===== config.mk =====
export PLATFORM = sky130hd
export DESIGN_NAME = lcd_nibble_bus_init
export DESIGN_NICKNAME = d
export VERILOG_FILES = /design/src/lcd_bus_pkg.sv /design/src/lcd_pin_sync.sv /design/src/lcd_nibble_bus_init.sv
export VERILOG_INCLUDE_DIRS = /design/src
export SDC_FILE = /design/constraint.sdc
export NUM_CORES = 1
export LEC_CHECK = 0
export BUFFER_PORTS_ARGS = -buffer_cell sky130_fd_sc_hd__buf_2
export CAP_MARGIN = 20
export CORE_MARGIN = 2
export CORE_UTILIZATION = 45
export CTS_CLUSTER_SIZE = 16
export DETAILED_ROUTE_END_ITERATION = 6
export PLACE_DENSITY = 0.73
export REMOVE_ABC_BUFFERS = 1
export SYNTH_ARGS = -nofsm -noshare
export SYNTH_HDL_FRONTEND = slang
export SYNTH_SLANG_ARGS = --single-unit
export TNS_END_PERCENT = 50

===== constraint.sdc =====
create_clock -name CLOCK -period 2.2 [get_ports CLOCK]
set_clock_uncertainty 0.05 [all_clocks]
set_input_delay 0.22 -clock CLOCK [delete_from_list [all_inputs] [get_ports CLOCK]]
set_output_delay 0.22 -clock CLOCK [all_outputs]
set_load 0.02 [all_outputs]

===== src/lcd_bus_cfg.svh =====
// Constants for the character display host port: offsets, fields, instruction decode, timing.
// Assumes inclusion by bare name from package and modules alike.
`ifndef LCD_BUS_CFG_SVH
`define LCD_BUS_CFG_SVH

// Register byte offsets
`define REG_CTRL 4'h0
`define REG_STAT 4'h4
`define REG_CURS 4'h8
`define REG_INIT 4'hc

// Control register fields
`define CTRL_INIT_BIT 0

// Status register fields
`define STAT_NIBBLE_BIT 0
`define STAT_HALF_BIT 1
`define STAT_DISP_BIT 2
`define STAT_CURS_BIT 3
`define STAT_ICON_BIT 4
`define STAT_PDOWN_BIT 5
`define STAT_BUSY_BIT 6
`define STAT_INCR_BIT 7
`define STAT_SHIFT_BIT 8
`define STAT_GLYPH_BIT 9
`define STAT_TWOLINE_BIT 10
`define STAT_VREG_BIT 11

// Instruction decode
`define CMD_FUNC_MASK 8'he0
`define CMD_FUNC_VAL 8'h20
`define CMD_DISP_MASK 8'hf8
`define CMD_DISP_VAL 8'h08
`define CMD_ENTRY_MASK 8'hfc
`define CMD_ENTRY_VAL 8'h04
`define CMD_GLYPH_MASK 8'hc0
`define CMD_GLYPH_VAL 8'h40
`define CMD_TEXT_MASK 8'h80
`define CMD_TEXT_VAL 8'h80
`define FUNC_WIDE_BIT 4
`define FUNC_LINES_BIT 2
`define FUNC_ICON_BIT 1
`define FUNC_VREG_BIT 0
`define DISP_ON_BIT 2
`define DISP_CURS_BIT 1
`define ENTRY_INC_BIT 1
`define ENTRY_SHIFT_BIT 0

// Memory and timing
`define TEXT_DEPTH 80
`define GLYPH_DEPTH 128
`define CLK_PERIOD_NS 100
`define INIT_TIME_NS 2000
`define INIT_CYCLES ((`INIT_TIME_NS + `CLK_PERIOD_NS - 1) / `CLK_PERIOD_NS)

`endif


===== src/lcd_bus_pkg.sv =====
// Types shared by the host port and its pin capture.
// Assumes lcd_bus_cfg.svh is on the include path.
package lcd_bus_pkg;
  typedef enum logic [1:0] {ST_INIT, ST_READY, ST_PDOWN} mode_t;

  typedef struct packed {
    logic register_select_line;
    logic rd_wr;
    logic [3:0] upper;
    logic [3:0] lower;
  } bus_word_t;

  typedef struct packed {
    logic valid;
    logic register_select_line;
    logic rd_wr;
    logic [7:0] data;
  } bus_xfer_t;

  typedef struct packed {
    logic display_on;
    logic cursor_on;
    logic icon_only_select;
    logic two_line;
    logic vreg_sel;
    logic incr;
    logic shift;
  } disp_cfg_t;
endpackage : lcd_bus_pkg


===== src/lcd_pin_sync.sv =====
// Pin capture for the parallel bus: two-stage synchronisers and strobe edge.
// Assumes the enable strobe is slower than three clock periods.
`timescale 1ns/100ps
module lcd_pin_sync
  import lcd_bus_pkg::*;
(
  input wire logic clk,
  input wire logic srst,
  input wire logic en_pin,
  input wire logic pdown_pin,
  input wire bus_word_t pins,
  output bus_xfer_t xfer,
  output logic pdown
);
  typedef struct packed {
    logic [2:0] en;
    logic [1:0] pd;
    bus_word_t w1;
    bus_word_t w2;
    bus_xfer_t x;
  } sync_t;

  sync_t s_q, s_d;

  always_comb begin
    s_d = s_q;
    s_d.en = {s_q.en[1:0], en_pin};
    s_d.pd = {s_q.pd[0], pdown_pin};
    s_d.w1 = pins;
    s_d.w2 = s_q.w1;
    s_d.x.valid = 1'b0;
    // Latch on falling enable, data held stable there
    if (s_q.en[2] && !s_q.en[1]) begin
      s_d.x.valid = 1'b1;
      s_d.x.register_select_line = s_q.w2.register_select_line;
      s_d.x.rd_wr = s_q.w2.rd_wr;
      s_d.x.data = {s_q.w2.upper, s_q.w2.lower};
    end
    if (srst) begin
      s_d = '0;
    end
  end

  always_ff @(posedge clk) begin
    s_q <= s_d;
  end

  assign xfer = s_q.x;
  assign pdown = s_q.pd[1];
endmodule : lcd_pin_sync


===== src/lcd_nibble_bus_init.sv =====
// Host parallel port of a character display controller with Avalon-MM status access.
// Assumes pins are asynchronous to CLOCK; one clock domain, synchronous reset.
//
// Function
// Bus starts eight lines wide after reset until configured.
// First write after reset is taken whole from eight lines.
// Nibble request is one write: upper 0010, select and rd_wr low.
// Host repeats the upper configuration half; lower lines left open.
// In nibble mode each transfer is two accesses, upper half first.
// Second configuration nibble 0000 gives one line, first voltage register.
// Display control 0000 1110 turns display and cursor on, screen blank.
// Entry 0000 0110 makes writes increment address, cursor right, no shift.
// Select-high write stores into text memory then advances cursor.
// Icon-only bit switches character mode to icon mode.
// Clearing display enable turns display off.
// Power-down pin enters power-down from any mode.
// A half-transfer toggle, cleared by reset, tracks nibble position.
// Host waits for reset-time initialisation before commanding.
`timescale 1ns/100ps
`include "lcd_bus_cfg.svh"
module lcd_nibble_bus_init
  import lcd_bus_pkg::*;
#(
  parameter int TEXT_DEPTH = `TEXT_DEPTH,
  parameter int GLYPH_DEPTH = `GLYPH_DEPTH,
  parameter int INIT_CYCLES = `INIT_CYCLES
)
(
  input wire logic CLOCK,
  input wire logic SRST,
  input wire logic ENABLE_PIN,
  input wire logic REGISTER_SELECT_LINE,
  input wire logic RD_WR,
  input wire logic [7:0] BUS_LINES,
  input wire logic POWER_DOWN_PIN,
  output logic [7:0] BUS_LINES_OUT,
  output logic [7:0] BUS_LINES_OE,
  output logic DISPLAY_ON,
  output logic ICON_MODE,
  output logic POWER_DOWN,
  input wire logic [3:0] AVS_ADDRESS,
  input wire logic AVS_READ,
  input wire logic AVS_WRITE,
  input wire logic [31:0] AVS_WRITEDATA,
  output logic [31:0] AVS_READDATA,
  output logic AVS_WAITREQUEST
);

  // ------------------------------------------------------------
  // Types and state
  // ------------------------------------------------------------
  typedef struct packed {
    mode_t mode;
    logic nibble_mode;
    logic half;
    logic [3:0] upper_held;
    logic first_done;
    disp_cfg_t cfg;
    logic glyph_sel;
    logic [6:0] addr;
    logic [15:0] init_cnt;
    logic [7:0] rd_data;
    logic [7:0] last_text;
    logic ack;
    logic [31:0] readdata;
  } state_t;

  state_t r_q, r_d;
  bus_xfer_t xfer;
  logic pdown;
  logic [7:0] text_mem [TEXT_DEPTH];
  logic [7:0] glyph_mem [GLYPH_DEPTH];
  logic cmd_valid;
  logic [7:0] cmd_byte;
  logic cmd_rs;
  logic mem_we;
  logic [6:0] mem_addr;
  logic [7:0] mem_wdata;
  logic mem_glyph;

  lcd_pin_sync lcd_pin_sync_i (
    .clk(CLOCK),
    .srst(SRST),
    .en_pin(ENABLE_PIN),
    .pdown_pin(POWER_DOWN_PIN),
    .pins({REGISTER_SELECT_LINE, RD_WR, BUS_LINES[7:4], BUS_LINES[3:0]}),
    .xfer(xfer),
    .pdown(pdown)
  );

  // ------------------------------------------------------------
  // Decode helpers
  // ------------------------------------------------------------
  function automatic logic is_cmd(input logic [7:0] b, input logic [7:0] mask, input logic [7:0] val);
    is_cmd = (b & mask) == val;
  endfunction : is_cmd

  function automatic logic [6:0] step_addr(input logic [6:0] a, input logic inc, input int depth);
    logic [6:0] nxt;
    nxt = inc ? a + 7'h01 : a - 7'h01;
    if (inc && int'(a) >= depth - 1) begin
      nxt = 7'h00;
    end else if (!inc && a == 7'h00) begin
      nxt = 7'(depth - 1);
    end
    step_addr = nxt;
  endfunction : step_addr

  // ------------------------------------------------------------
  // Transfer assembly: byte or nibble pairs
  // ------------------------------------------------------------
  always_comb begin
    cmd_valid = 1'b0;
    cmd_byte = xfer.data;
    cmd_rs = xfer.register_select_line;
    if (xfer.valid && !xfer.rd_wr && r_q.mode == ST_READY) begin
      if (!r_q.nibble_mode) begin
        cmd_valid = 1'b1;
      end else if (r_q.half) begin
        cmd_valid = 1'b1;
        cmd_byte = {r_q.upper_held, xfer.data[7:4]};
      end
    end
  end

  // ------------------------------------------------------------
  // Control state
  // ------------------------------------------------------------
  always_comb begin
    r_d = r_q;
    r_d.ack = 1'b0;
    mem_we = 1'b0;
    mem_addr = r_q.addr;
    mem_wdata = cmd_byte;
    mem_glyph = r_q.glyph_sel;
    case (r_q.mode)
      ST_INIT: begin
        // Pin strobes ignored meanwhile; host must wait
        if (r_q.init_cnt == 16'(INIT_CYCLES - 1)) begin
          r_d.mode = ST_READY;
        end else begin
          r_d.init_cnt = r_q.init_cnt + 16'h0001;
        end
      end
      ST_READY: begin
        if (xfer.valid && r_q.nibble_mode) begin
          r_d.half = ~r_q.half;
          if (!r_q.half) begin
            r_d.upper_held = xfer.data[7:4];
          end
        end
        // Snapshot on the upper half so both halves come from one byte
        if (xfer.valid && xfer.rd_wr && r_q.nibble_mode && !r_q.half) begin
          r_d.rd_data = r_q.last_text;
        end
        if (cmd_valid && cmd_rs) begin
          mem_we = 1'b1;
          r_d.addr = step_addr(r_q.addr, r_q.cfg.incr, r_q.glyph_sel ? GLYPH_DEPTH : TEXT_DEPTH);
          if (!r_q.glyph_sel) begin
            r_d.last_text = cmd_byte;
          end
        end else if (cmd_valid) begin
          if (is_cmd(cmd_byte, `CMD_TEXT_MASK, `CMD_TEXT_VAL)) begin
            r_d.glyph_sel = 1'b0;
            r_d.addr = cmd_byte[6:0];
          end else if (is_cmd(cmd_byte, `CMD_GLYPH_MASK, `CMD_GLYPH_VAL)) begin
            r_d.glyph_sel = 1'b1;
            r_d.addr = {1'b0, cmd_byte[5:0]};
          end else if (is_cmd(cmd_byte, `CMD_FUNC_MASK, `CMD_FUNC_VAL)) begin
            // Wide bit low selects nibble bus; an eight-line write of 0010 does this
            r_d.nibble_mode = ~cmd_byte[`FUNC_WIDE_BIT];
            r_d.cfg.two_line = cmd_byte[`FUNC_LINES_BIT];
            r_d.cfg.vreg_sel = cmd_byte[`FUNC_VREG_BIT];
            r_d.cfg.icon_only_select = cmd_byte[`FUNC_ICON_BIT];
            r_d.half = 1'b0;
          end else if (is_cmd(cmd_byte, `CMD_DISP_MASK, `CMD_DISP_VAL)) begin
            r_d.cfg.display_on = cmd_byte[`DISP_ON_BIT];
            r_d.cfg.cursor_on = cmd_byte[`DISP_CURS_BIT];
          end else if (is_cmd(cmd_byte, `CMD_ENTRY_MASK, `CMD_ENTRY_VAL)) begin
            r_d.cfg.incr = cmd_byte[`ENTRY_INC_BIT];
            r_d.cfg.shift = cmd_byte[`ENTRY_SHIFT_BIT];
          end
        end
        if (cmd_valid) begin
          r_d.first_done = 1'b1;
        end
      end
      ST_PDOWN: begin
        if (!pdown) begin
          r_d.mode = ST_READY;
        end
      end
      default: begin
        r_d.mode = ST_INIT;
      end
    endcase
    // Bus slave: fixed one wait state, answer registered
    if ((AVS_READ || AVS_WRITE) && !r_q.ack) begin
      r_d.ack = 1'b1;
      if (AVS_READ) begin
        // Writes leave the last answer standing
        r_d.readdata = 32'h0000_0000;
        case (AVS_ADDRESS)
          `REG_STAT: begin
            r_d.readdata[`STAT_NIBBLE_BIT] = r_q.nibble_mode;
            r_d.readdata[`STAT_HALF_BIT] = r_q.half;
            r_d.readdata[`STAT_DISP_BIT] = r_q.cfg.display_on;
            r_d.readdata[`STAT_CURS_BIT] = r_q.cfg.cursor_on;
            r_d.readdata[`STAT_ICON_BIT] = r_q.cfg.icon_only_select;
            r_d.readdata[`STAT_PDOWN_BIT] = r_q.mode == ST_PDOWN;
            r_d.readdata[`STAT_BUSY_BIT] = r_q.mode == ST_INIT;
            r_d.readdata[`STAT_INCR_BIT] = r_q.cfg.incr;
            r_d.readdata[`STAT_SHIFT_BIT] = r_q.cfg.shift;
            r_d.readdata[`STAT_GLYPH_BIT] = r_q.glyph_sel;
            r_d.readdata[`STAT_TWOLINE_BIT] = r_q.cfg.two_line;
            r_d.readdata[`STAT_VREG_BIT] = r_q.cfg.vreg_sel;
          end
          `REG_CURS: begin
            r_d.readdata = {16'h0000, r_q.last_text, 1'b0, r_q.addr};
          end
          `REG_INIT: begin
            r_d.readdata = {16'h0000, r_q.init_cnt};
          end
          default: begin
            r_d.readdata = 32'h0000_0000;
          end
        endcase
      end else if (AVS_ADDRESS == `REG_CTRL && AVS_WRITEDATA[`CTRL_INIT_BIT]) begin
        // Software re-initialisation, as reset of the port but last_text, rd_data, upper_held, first_done and readdata kept
        r_d.mode = ST_INIT;
        r_d.init_cnt = 16'h0000;
        r_d.nibble_mode = 1'b0;
        r_d.half = 1'b0;
        r_d.cfg = '0;
        r_d.cfg.incr = 1'b1;
        r_d.glyph_sel = 1'b0;
        r_d.addr = 7'h00;
      end
    end
    // After the bus block so a software re-init cannot lift power-down
    if (pdown) begin
      r_d.mode = ST_PDOWN;
    end
    if (SRST) begin
      r_d = '0;
      r_d.mode = ST_INIT;
      r_d.cfg.incr = 1'b1;
    end
  end

  always_ff @(posedge CLOCK) begin
    r_q <= r_d;
  end

  // ------------------------------------------------------------
  // Display and glyph memories
  // ------------------------------------------------------------
  // No reset on arrays: contents are undefined until written
  always_ff @(posedge CLOCK) begin
    if (mem_we && !mem_glyph && int'(mem_addr) < TEXT_DEPTH) begin
      text_mem[mem_addr] <= mem_wdata;
    end
    if (mem_we && mem_glyph && int'(mem_addr) < GLYPH_DEPTH) begin
      glyph_mem[mem_addr] <= mem_wdata;
    end
  end

  // ------------------------------------------------------------
  // Outputs
  // ------------------------------------------------------------
  // Read data: high half first in nibble mode
  always_comb begin
    BUS_LINES_OUT = r_q.last_text;
    BUS_LINES_OE = 8'h00;
    if (RD_WR && ENABLE_PIN && r_q.mode == ST_READY) begin
      BUS_LINES_OE = r_q.nibble_mode ? 8'hf0 : 8'hff;
      if (r_q.nibble_mode) begin
        BUS_LINES_OUT = r_q.half ? {r_q.rd_data[3:0], 4'h0} : {r_q.last_text[7:4], 4'h0};
      end
    end
  end

  assign DISPLAY_ON = r_q.cfg.display_on && r_q.mode == ST_READY;
  assign ICON_MODE = r_q.cfg.icon_only_select;
  assign POWER_DOWN = r_q.mode == ST_PDOWN;
  assign AVS_READDATA = r_q.readdata;
  assign AVS_WAITREQUEST = (AVS_READ || AVS_WRITE) && !r_q.ack;
endmodule : lcd_nibble_bus_init


==> impl_table.tex <==
\begin{tabular}{lr}
\hline
Metric & Value \\
\hline
\multicolumn{2}{l}{\textbf{Logic synthesis}} \\
\quad Yosys top cell by area & sky130\_fd\_sc\_hd\_\_dfxtp\_1 \\
\quad Share of the yosys chip area belonging to registers & 41.47\% \\
\quad Summed instance area of the synthesized netlist & 5021 um\^{}2 \\
\quad Post-synth EDFFs & 0 \\
\quad Yosys top cell area share & 41.47\% \\
\quad Register bit count reported by yosys & 104 \\
\quad Netlist cell types & 59 \\
\quad Async set or reset register ratio after synthesis & 0\% \\
\quad Number of warnings issued by yosys & 0 \\
\quad Cell count after synthesis & 565 \\
\quad Largest cells by area after synthesis & sky130\_fd\_sc\_hd\_\_dfxtp\_1, sky130\_fd\_sc\_hd\_\_buf\_4, sky130\_fd\_sc\_hd\_\_nor2\_1, sky130\_fd\_sc\_hd\_\_mux2i\_1, sky130\_fd\_sc\_hd\_\_nor2b\_1 \\
\quad Dominant register cell in the synthesized netlist & sky130\_fd\_sc\_hd\_\_dfxtp\_1 \\
\quad Average footprint of a synthesized cell & 8.887 um\^{}2 \\
\multicolumn{2}{l}{\textbf{Global routing}} \\
\quad Overall routing resource usage & 19.56\% \\
\quad Via count of the first global-routing pass & 3,781 \\
\quad Number of antenna violations at the first check in global routing & 0 \\
\quad Global route total overflow & 0 \\
\quad Global-route wire length before repair & 18.21 mm \\
\quad Maximum number of pins on one net before global-route repair & 71 \\
\multicolumn{2}{l}{\textbf{Power and ir drop}} \\
\quad Pleak & 2.259 nW \\
\quad Maximum vdd ir drop & 0.5852 mV \\
\quad Power per Cell Area & 581.7 nW/um\^{}2 \\
\multicolumn{2}{l}{\textbf{STA}} \\
\quad Final number of max-transition violations & 0 \\
\quad Remaining max-slew budget at the tightest pin & 50.48\% \\
\quad Tcrit/Tclk final & 95.27\% \\
\quad RSZ-0062 raised after global routing & false \\
\quad Post-layout minimum cycle time & 2.096 ns \\
\quad Maximum achievable frequency & 0.4771 GHz \\
\quad Slew at the pin closest to its max-slew limit & 0.7413 ns \\
\quad Hold violation count in the final report & 0 \\
\quad Setup tns final & 0 ns \\
\quad Worst hold margin & 0.01682 ns \\
\quad Setup violation total in the final timing report & 0 \\
\multicolumn{2}{l}{\textbf{Route}} \\
\quad DR pass1 iterations & 5 \\
\quad Total via count after detailed routing & 4,105 \\
\quad WL per Instance & 15.02 um \\
\quad Antenna-violating nets left & 0 \\
\quad Routed wire length & 11.60 mm \\
\quad DRC Markers & 0 \\
\quad DRT iter0 DRCs & 249 \\
\quad Avg Vias per Cell & 5.317 \\
\multicolumn{2}{l}{\textbf{Final layout}} \\
\quad Nets & 689 \\
\quad Most common cell after layout, fill and taps aside & sky130\_fd\_sc\_hd\_\_dfxtp\_1 \\
\quad Top library cells by usage in the layout, fill and taps aside & sky130\_fd\_sc\_hd\_\_dfxtp\_1, sky130\_fd\_sc\_hd\_\_nor2\_1, sky130\_fd\_sc\_hd\_\_buf\_2, sky130\_fd\_sc\_hd\_\_nand2\_1, sky130\_fd\_sc\_hd\_\_buf\_4 \\
\quad Final core area utilization & 52.74\% \\
\quad Ant. Diodes & 0 \\
\quad Fin area & 5717 um\^{}2 \\
\quad Share of cells above drive strength 1 & 22.31\% \\
\quad Area grow syn2layout & 13.85\% \\
\multicolumn{2}{l}{\textbf{Die}} \\
\quad DIE WIDTH & 109.6 um \\
\quad Placement row count & 38 \\
\quad Starting density of the core & 46.32\% \\
\quad Die area & 12,020 um\^{}2 \\
\quad Die height & 109.6 um \\
\quad \# IOs & 104 \\
\quad Floorplan core area & 10,840 um\^{}2 \\
\multicolumn{2}{l}{\textbf{Critical path}} \\
\quad Worst setup path class & reg2out \\
\quad Setup crit start kind & register \\
\quad Data required time of the critical path & 1.93 ns \\
\quad Crit. End Element & primary output \\
\quad Maximum fanout along the worst path & 6 \\
\quad Worst EP arrival & 1.83 ns \\
\multicolumn{2}{l}{\textbf{Placed design}} \\
\quad IO Port Bufs & 56 \\
\quad Half-perimeter wire length after placement & 8.504 mm \\
\quad Placer Congestion & 0.9018 \\
\quad Post-detailed-placement cell area & 5426 um\^{}2 \\
\multicolumn{2}{l}{\textbf{Min path}} \\
\quad Type of the worst min-delay path & in2reg \\
\multicolumn{2}{l}{\textbf{Clock network}} \\
\quad Clock Tree Root & sky130\_fd\_sc\_hd\_\_clkbuf\_8 \\
\quad Clock Latency Late Sink & 0.37 ns \\
\quad Max Buffers Root-to-Sink & 2 \\
\quad H-tree depth & 3 \\
\quad Clock Sinks & 104 \\
\quad TritonCTS clock tree & done \\
\quad CTS clk-pin slew, worst paths & 0.09 ns \\
\quad CTS buffer count & 9 \\
\multicolumn{2}{l}{\textbf{Run}} \\
\quad Max-capacitance violation count & 0 \\
\multicolumn{2}{l}{\textbf{Outcome}} \\
\quad Outcome & finished clean \\
\hline
\end{tabular}
## kinds of logic after synthesis
family / after synthesis / share of synthesized area [%]
compound gates: 104 / 14.35
xor+xnor: 18 / 3.140
fa+ha+maj: 10 / 2.641
buf+inv: 76 / 8.747
flops: 104 / 41.47
mux: 35 / 7.376
other cells: 1 / 0.07469
simple gates: 217 / 22.20
## routing by layer
layer  vias to the layer above  routed length [um]  global-route usage [%]
met5                         -                   0                       0
met4                         0                 166                   6.781
met3                        14                 580                   4.327
met2                       102                5684                   32.67
met1                      1949                5168                   24.87
li1                       2040                   -                       -
## state kept, by name, summed over array words and instances (netlist names)
signal / count
lcd_pin_sync_i.xfer: 11
ICON_MODE: 1
r_q: 43
lcd_pin_sync_i.pdown: 1
mem_glyph: 1
mem_addr: 7
AVS_READDATA: 16
lcd_pin_sync_i.s_q: 24
## worst max-delay path, cell delays in order, from the launching register on
cell and delay, ns:
sky130_fd_sc_hd__dfxtp_2 0.39, sky130_fd_sc_hd__nor2b_2 0.22, sky130_fd_sc_hd__and3_2 0.25, sky130_fd_sc_hd__nand3_2 0.14
sky130_fd_sc_hd__mux2_2 0.30, sky130_fd_sc_hd__buf_2 0.16
## synthesized netlist by cell type (2+ instances only)
master                        n
sky130_fd_sc_hd__dfxtp_1    104
sky130_fd_sc_hd__nor2_1      60
sky130_fd_sc_hd__nand2_1     52
sky130_fd_sc_hd__buf_4       39
sky130_fd_sc_hd__nor2b_1     34
sky130_fd_sc_hd__a21oi_1     32
sky130_fd_sc_hd__clkbuf_1    25
sky130_fd_sc_hd__mux2i_1     22
sky130_fd_sc_hd__o21ai_0     15
sky130_fd_sc_hd__nand3_1     14
sky130_fd_sc_hd__a22o_1      12
sky130_fd_sc_hd__mux2_2      12
sky130_fd_sc_hd__xnor2_1     12
sky130_fd_sc_hd__a22oi_1     11
sky130_fd_sc_hd__a211oi_1    10
sky130_fd_sc_hd__nor3_1      10
sky130_fd_sc_hd__ha_1         9
sky130_fd_sc_hd__inv_1        9
sky130_fd_sc_hd__nor4_1       9
sky130_fd_sc_hd__and2_1       8
sky130_fd_sc_hd__xor2_1       6
sky130_fd_sc_hd__and3_1       4
sky130_fd_sc_hd__nand2b_1     4
sky130_fd_sc_hd__nand4_1      4
sky130_fd_sc_hd__a2bb2oi_1    3
sky130_fd_sc_hd__a32o_1       3
sky130_fd_sc_hd__nor3_4       3
sky130_fd_sc_hd__or3_1        3
sky130_fd_sc_hd__a31oi_1      2
sky130_fd_sc_hd__and4_1       2
sky130_fd_sc_hd__buf_1        2
sky130_fd_sc_hd__nor4b_1      2
sky130_fd_sc_hd__o31ai_1      2
## worst paths after layout
check / from / endpoint / slack (ns) / cells past startpoint
worst max register to register: r_q[49]$_SDFF_PP0_ / r_q[62]$_SDFF_PP0_ / 0.13 / 8
worst max-delay path: r_q[87]$_SDFF_PP0_ / BUS_LINES_OUT[7] / 0.10 / 5
worst min-delay path: BUS_LINES[4] / lcd_pin_sync_i.s_q[25]$_SDFF_PP0_ / 0.02 / 2
worst min register to register: lcd_pin_sync_i.s_q[19]$_SDFF_PP0_ / lcd_pin_sync_i.xfer[8]$_SDFFE_PP0P_ / 0.39 / 2
## cell type report
cell class                 instances  area [um^2]
tap                              140        175.2
fill                            1011         5124
sequential                       104         2085
clock inverter                     4        27.53
clock buffer                      12        155.1
inverter                           9        33.78
timing repair buffer             103        660.6
multi-input combinational        400         2580
## per-stage QoR
step           worst slack, ns  std cells  power [W]
5_1_grt               0.003877        772   0.003465
4_1_cts                0.01780        770   0.003351
2_1_floorplan          -0.7171        513   0.002127
6_report                0.1041        772   0.003325
3_3_place_gp            0.1517        748   0.002234
3_5_place_dp           0.09419        748   0.002244
## power breakdown
| part | internal [W] | switching (W) | total (W) |
|---|---|---|---|
| Clock | 0.000477 | 0.000637 | 0.00111 |
| Sequential | 0.00192 | 0.0000261 | 0.00194 |
| Combinational | 0.000105 | 0.000163 | 0.000267 |
## timing repair
action | in CTS | in global routing
setup buffers | 0 | 2
resized for setup | 2 | 6
hold buffers | 6 | 0
setup endpoints to repair | 4 | 17
hold endpoints to repair | 6 | 0
pin swaps | 0 | 3
gates cloned | 0 | 0
No activity file was read; power rests on OpenSTA's default activity.
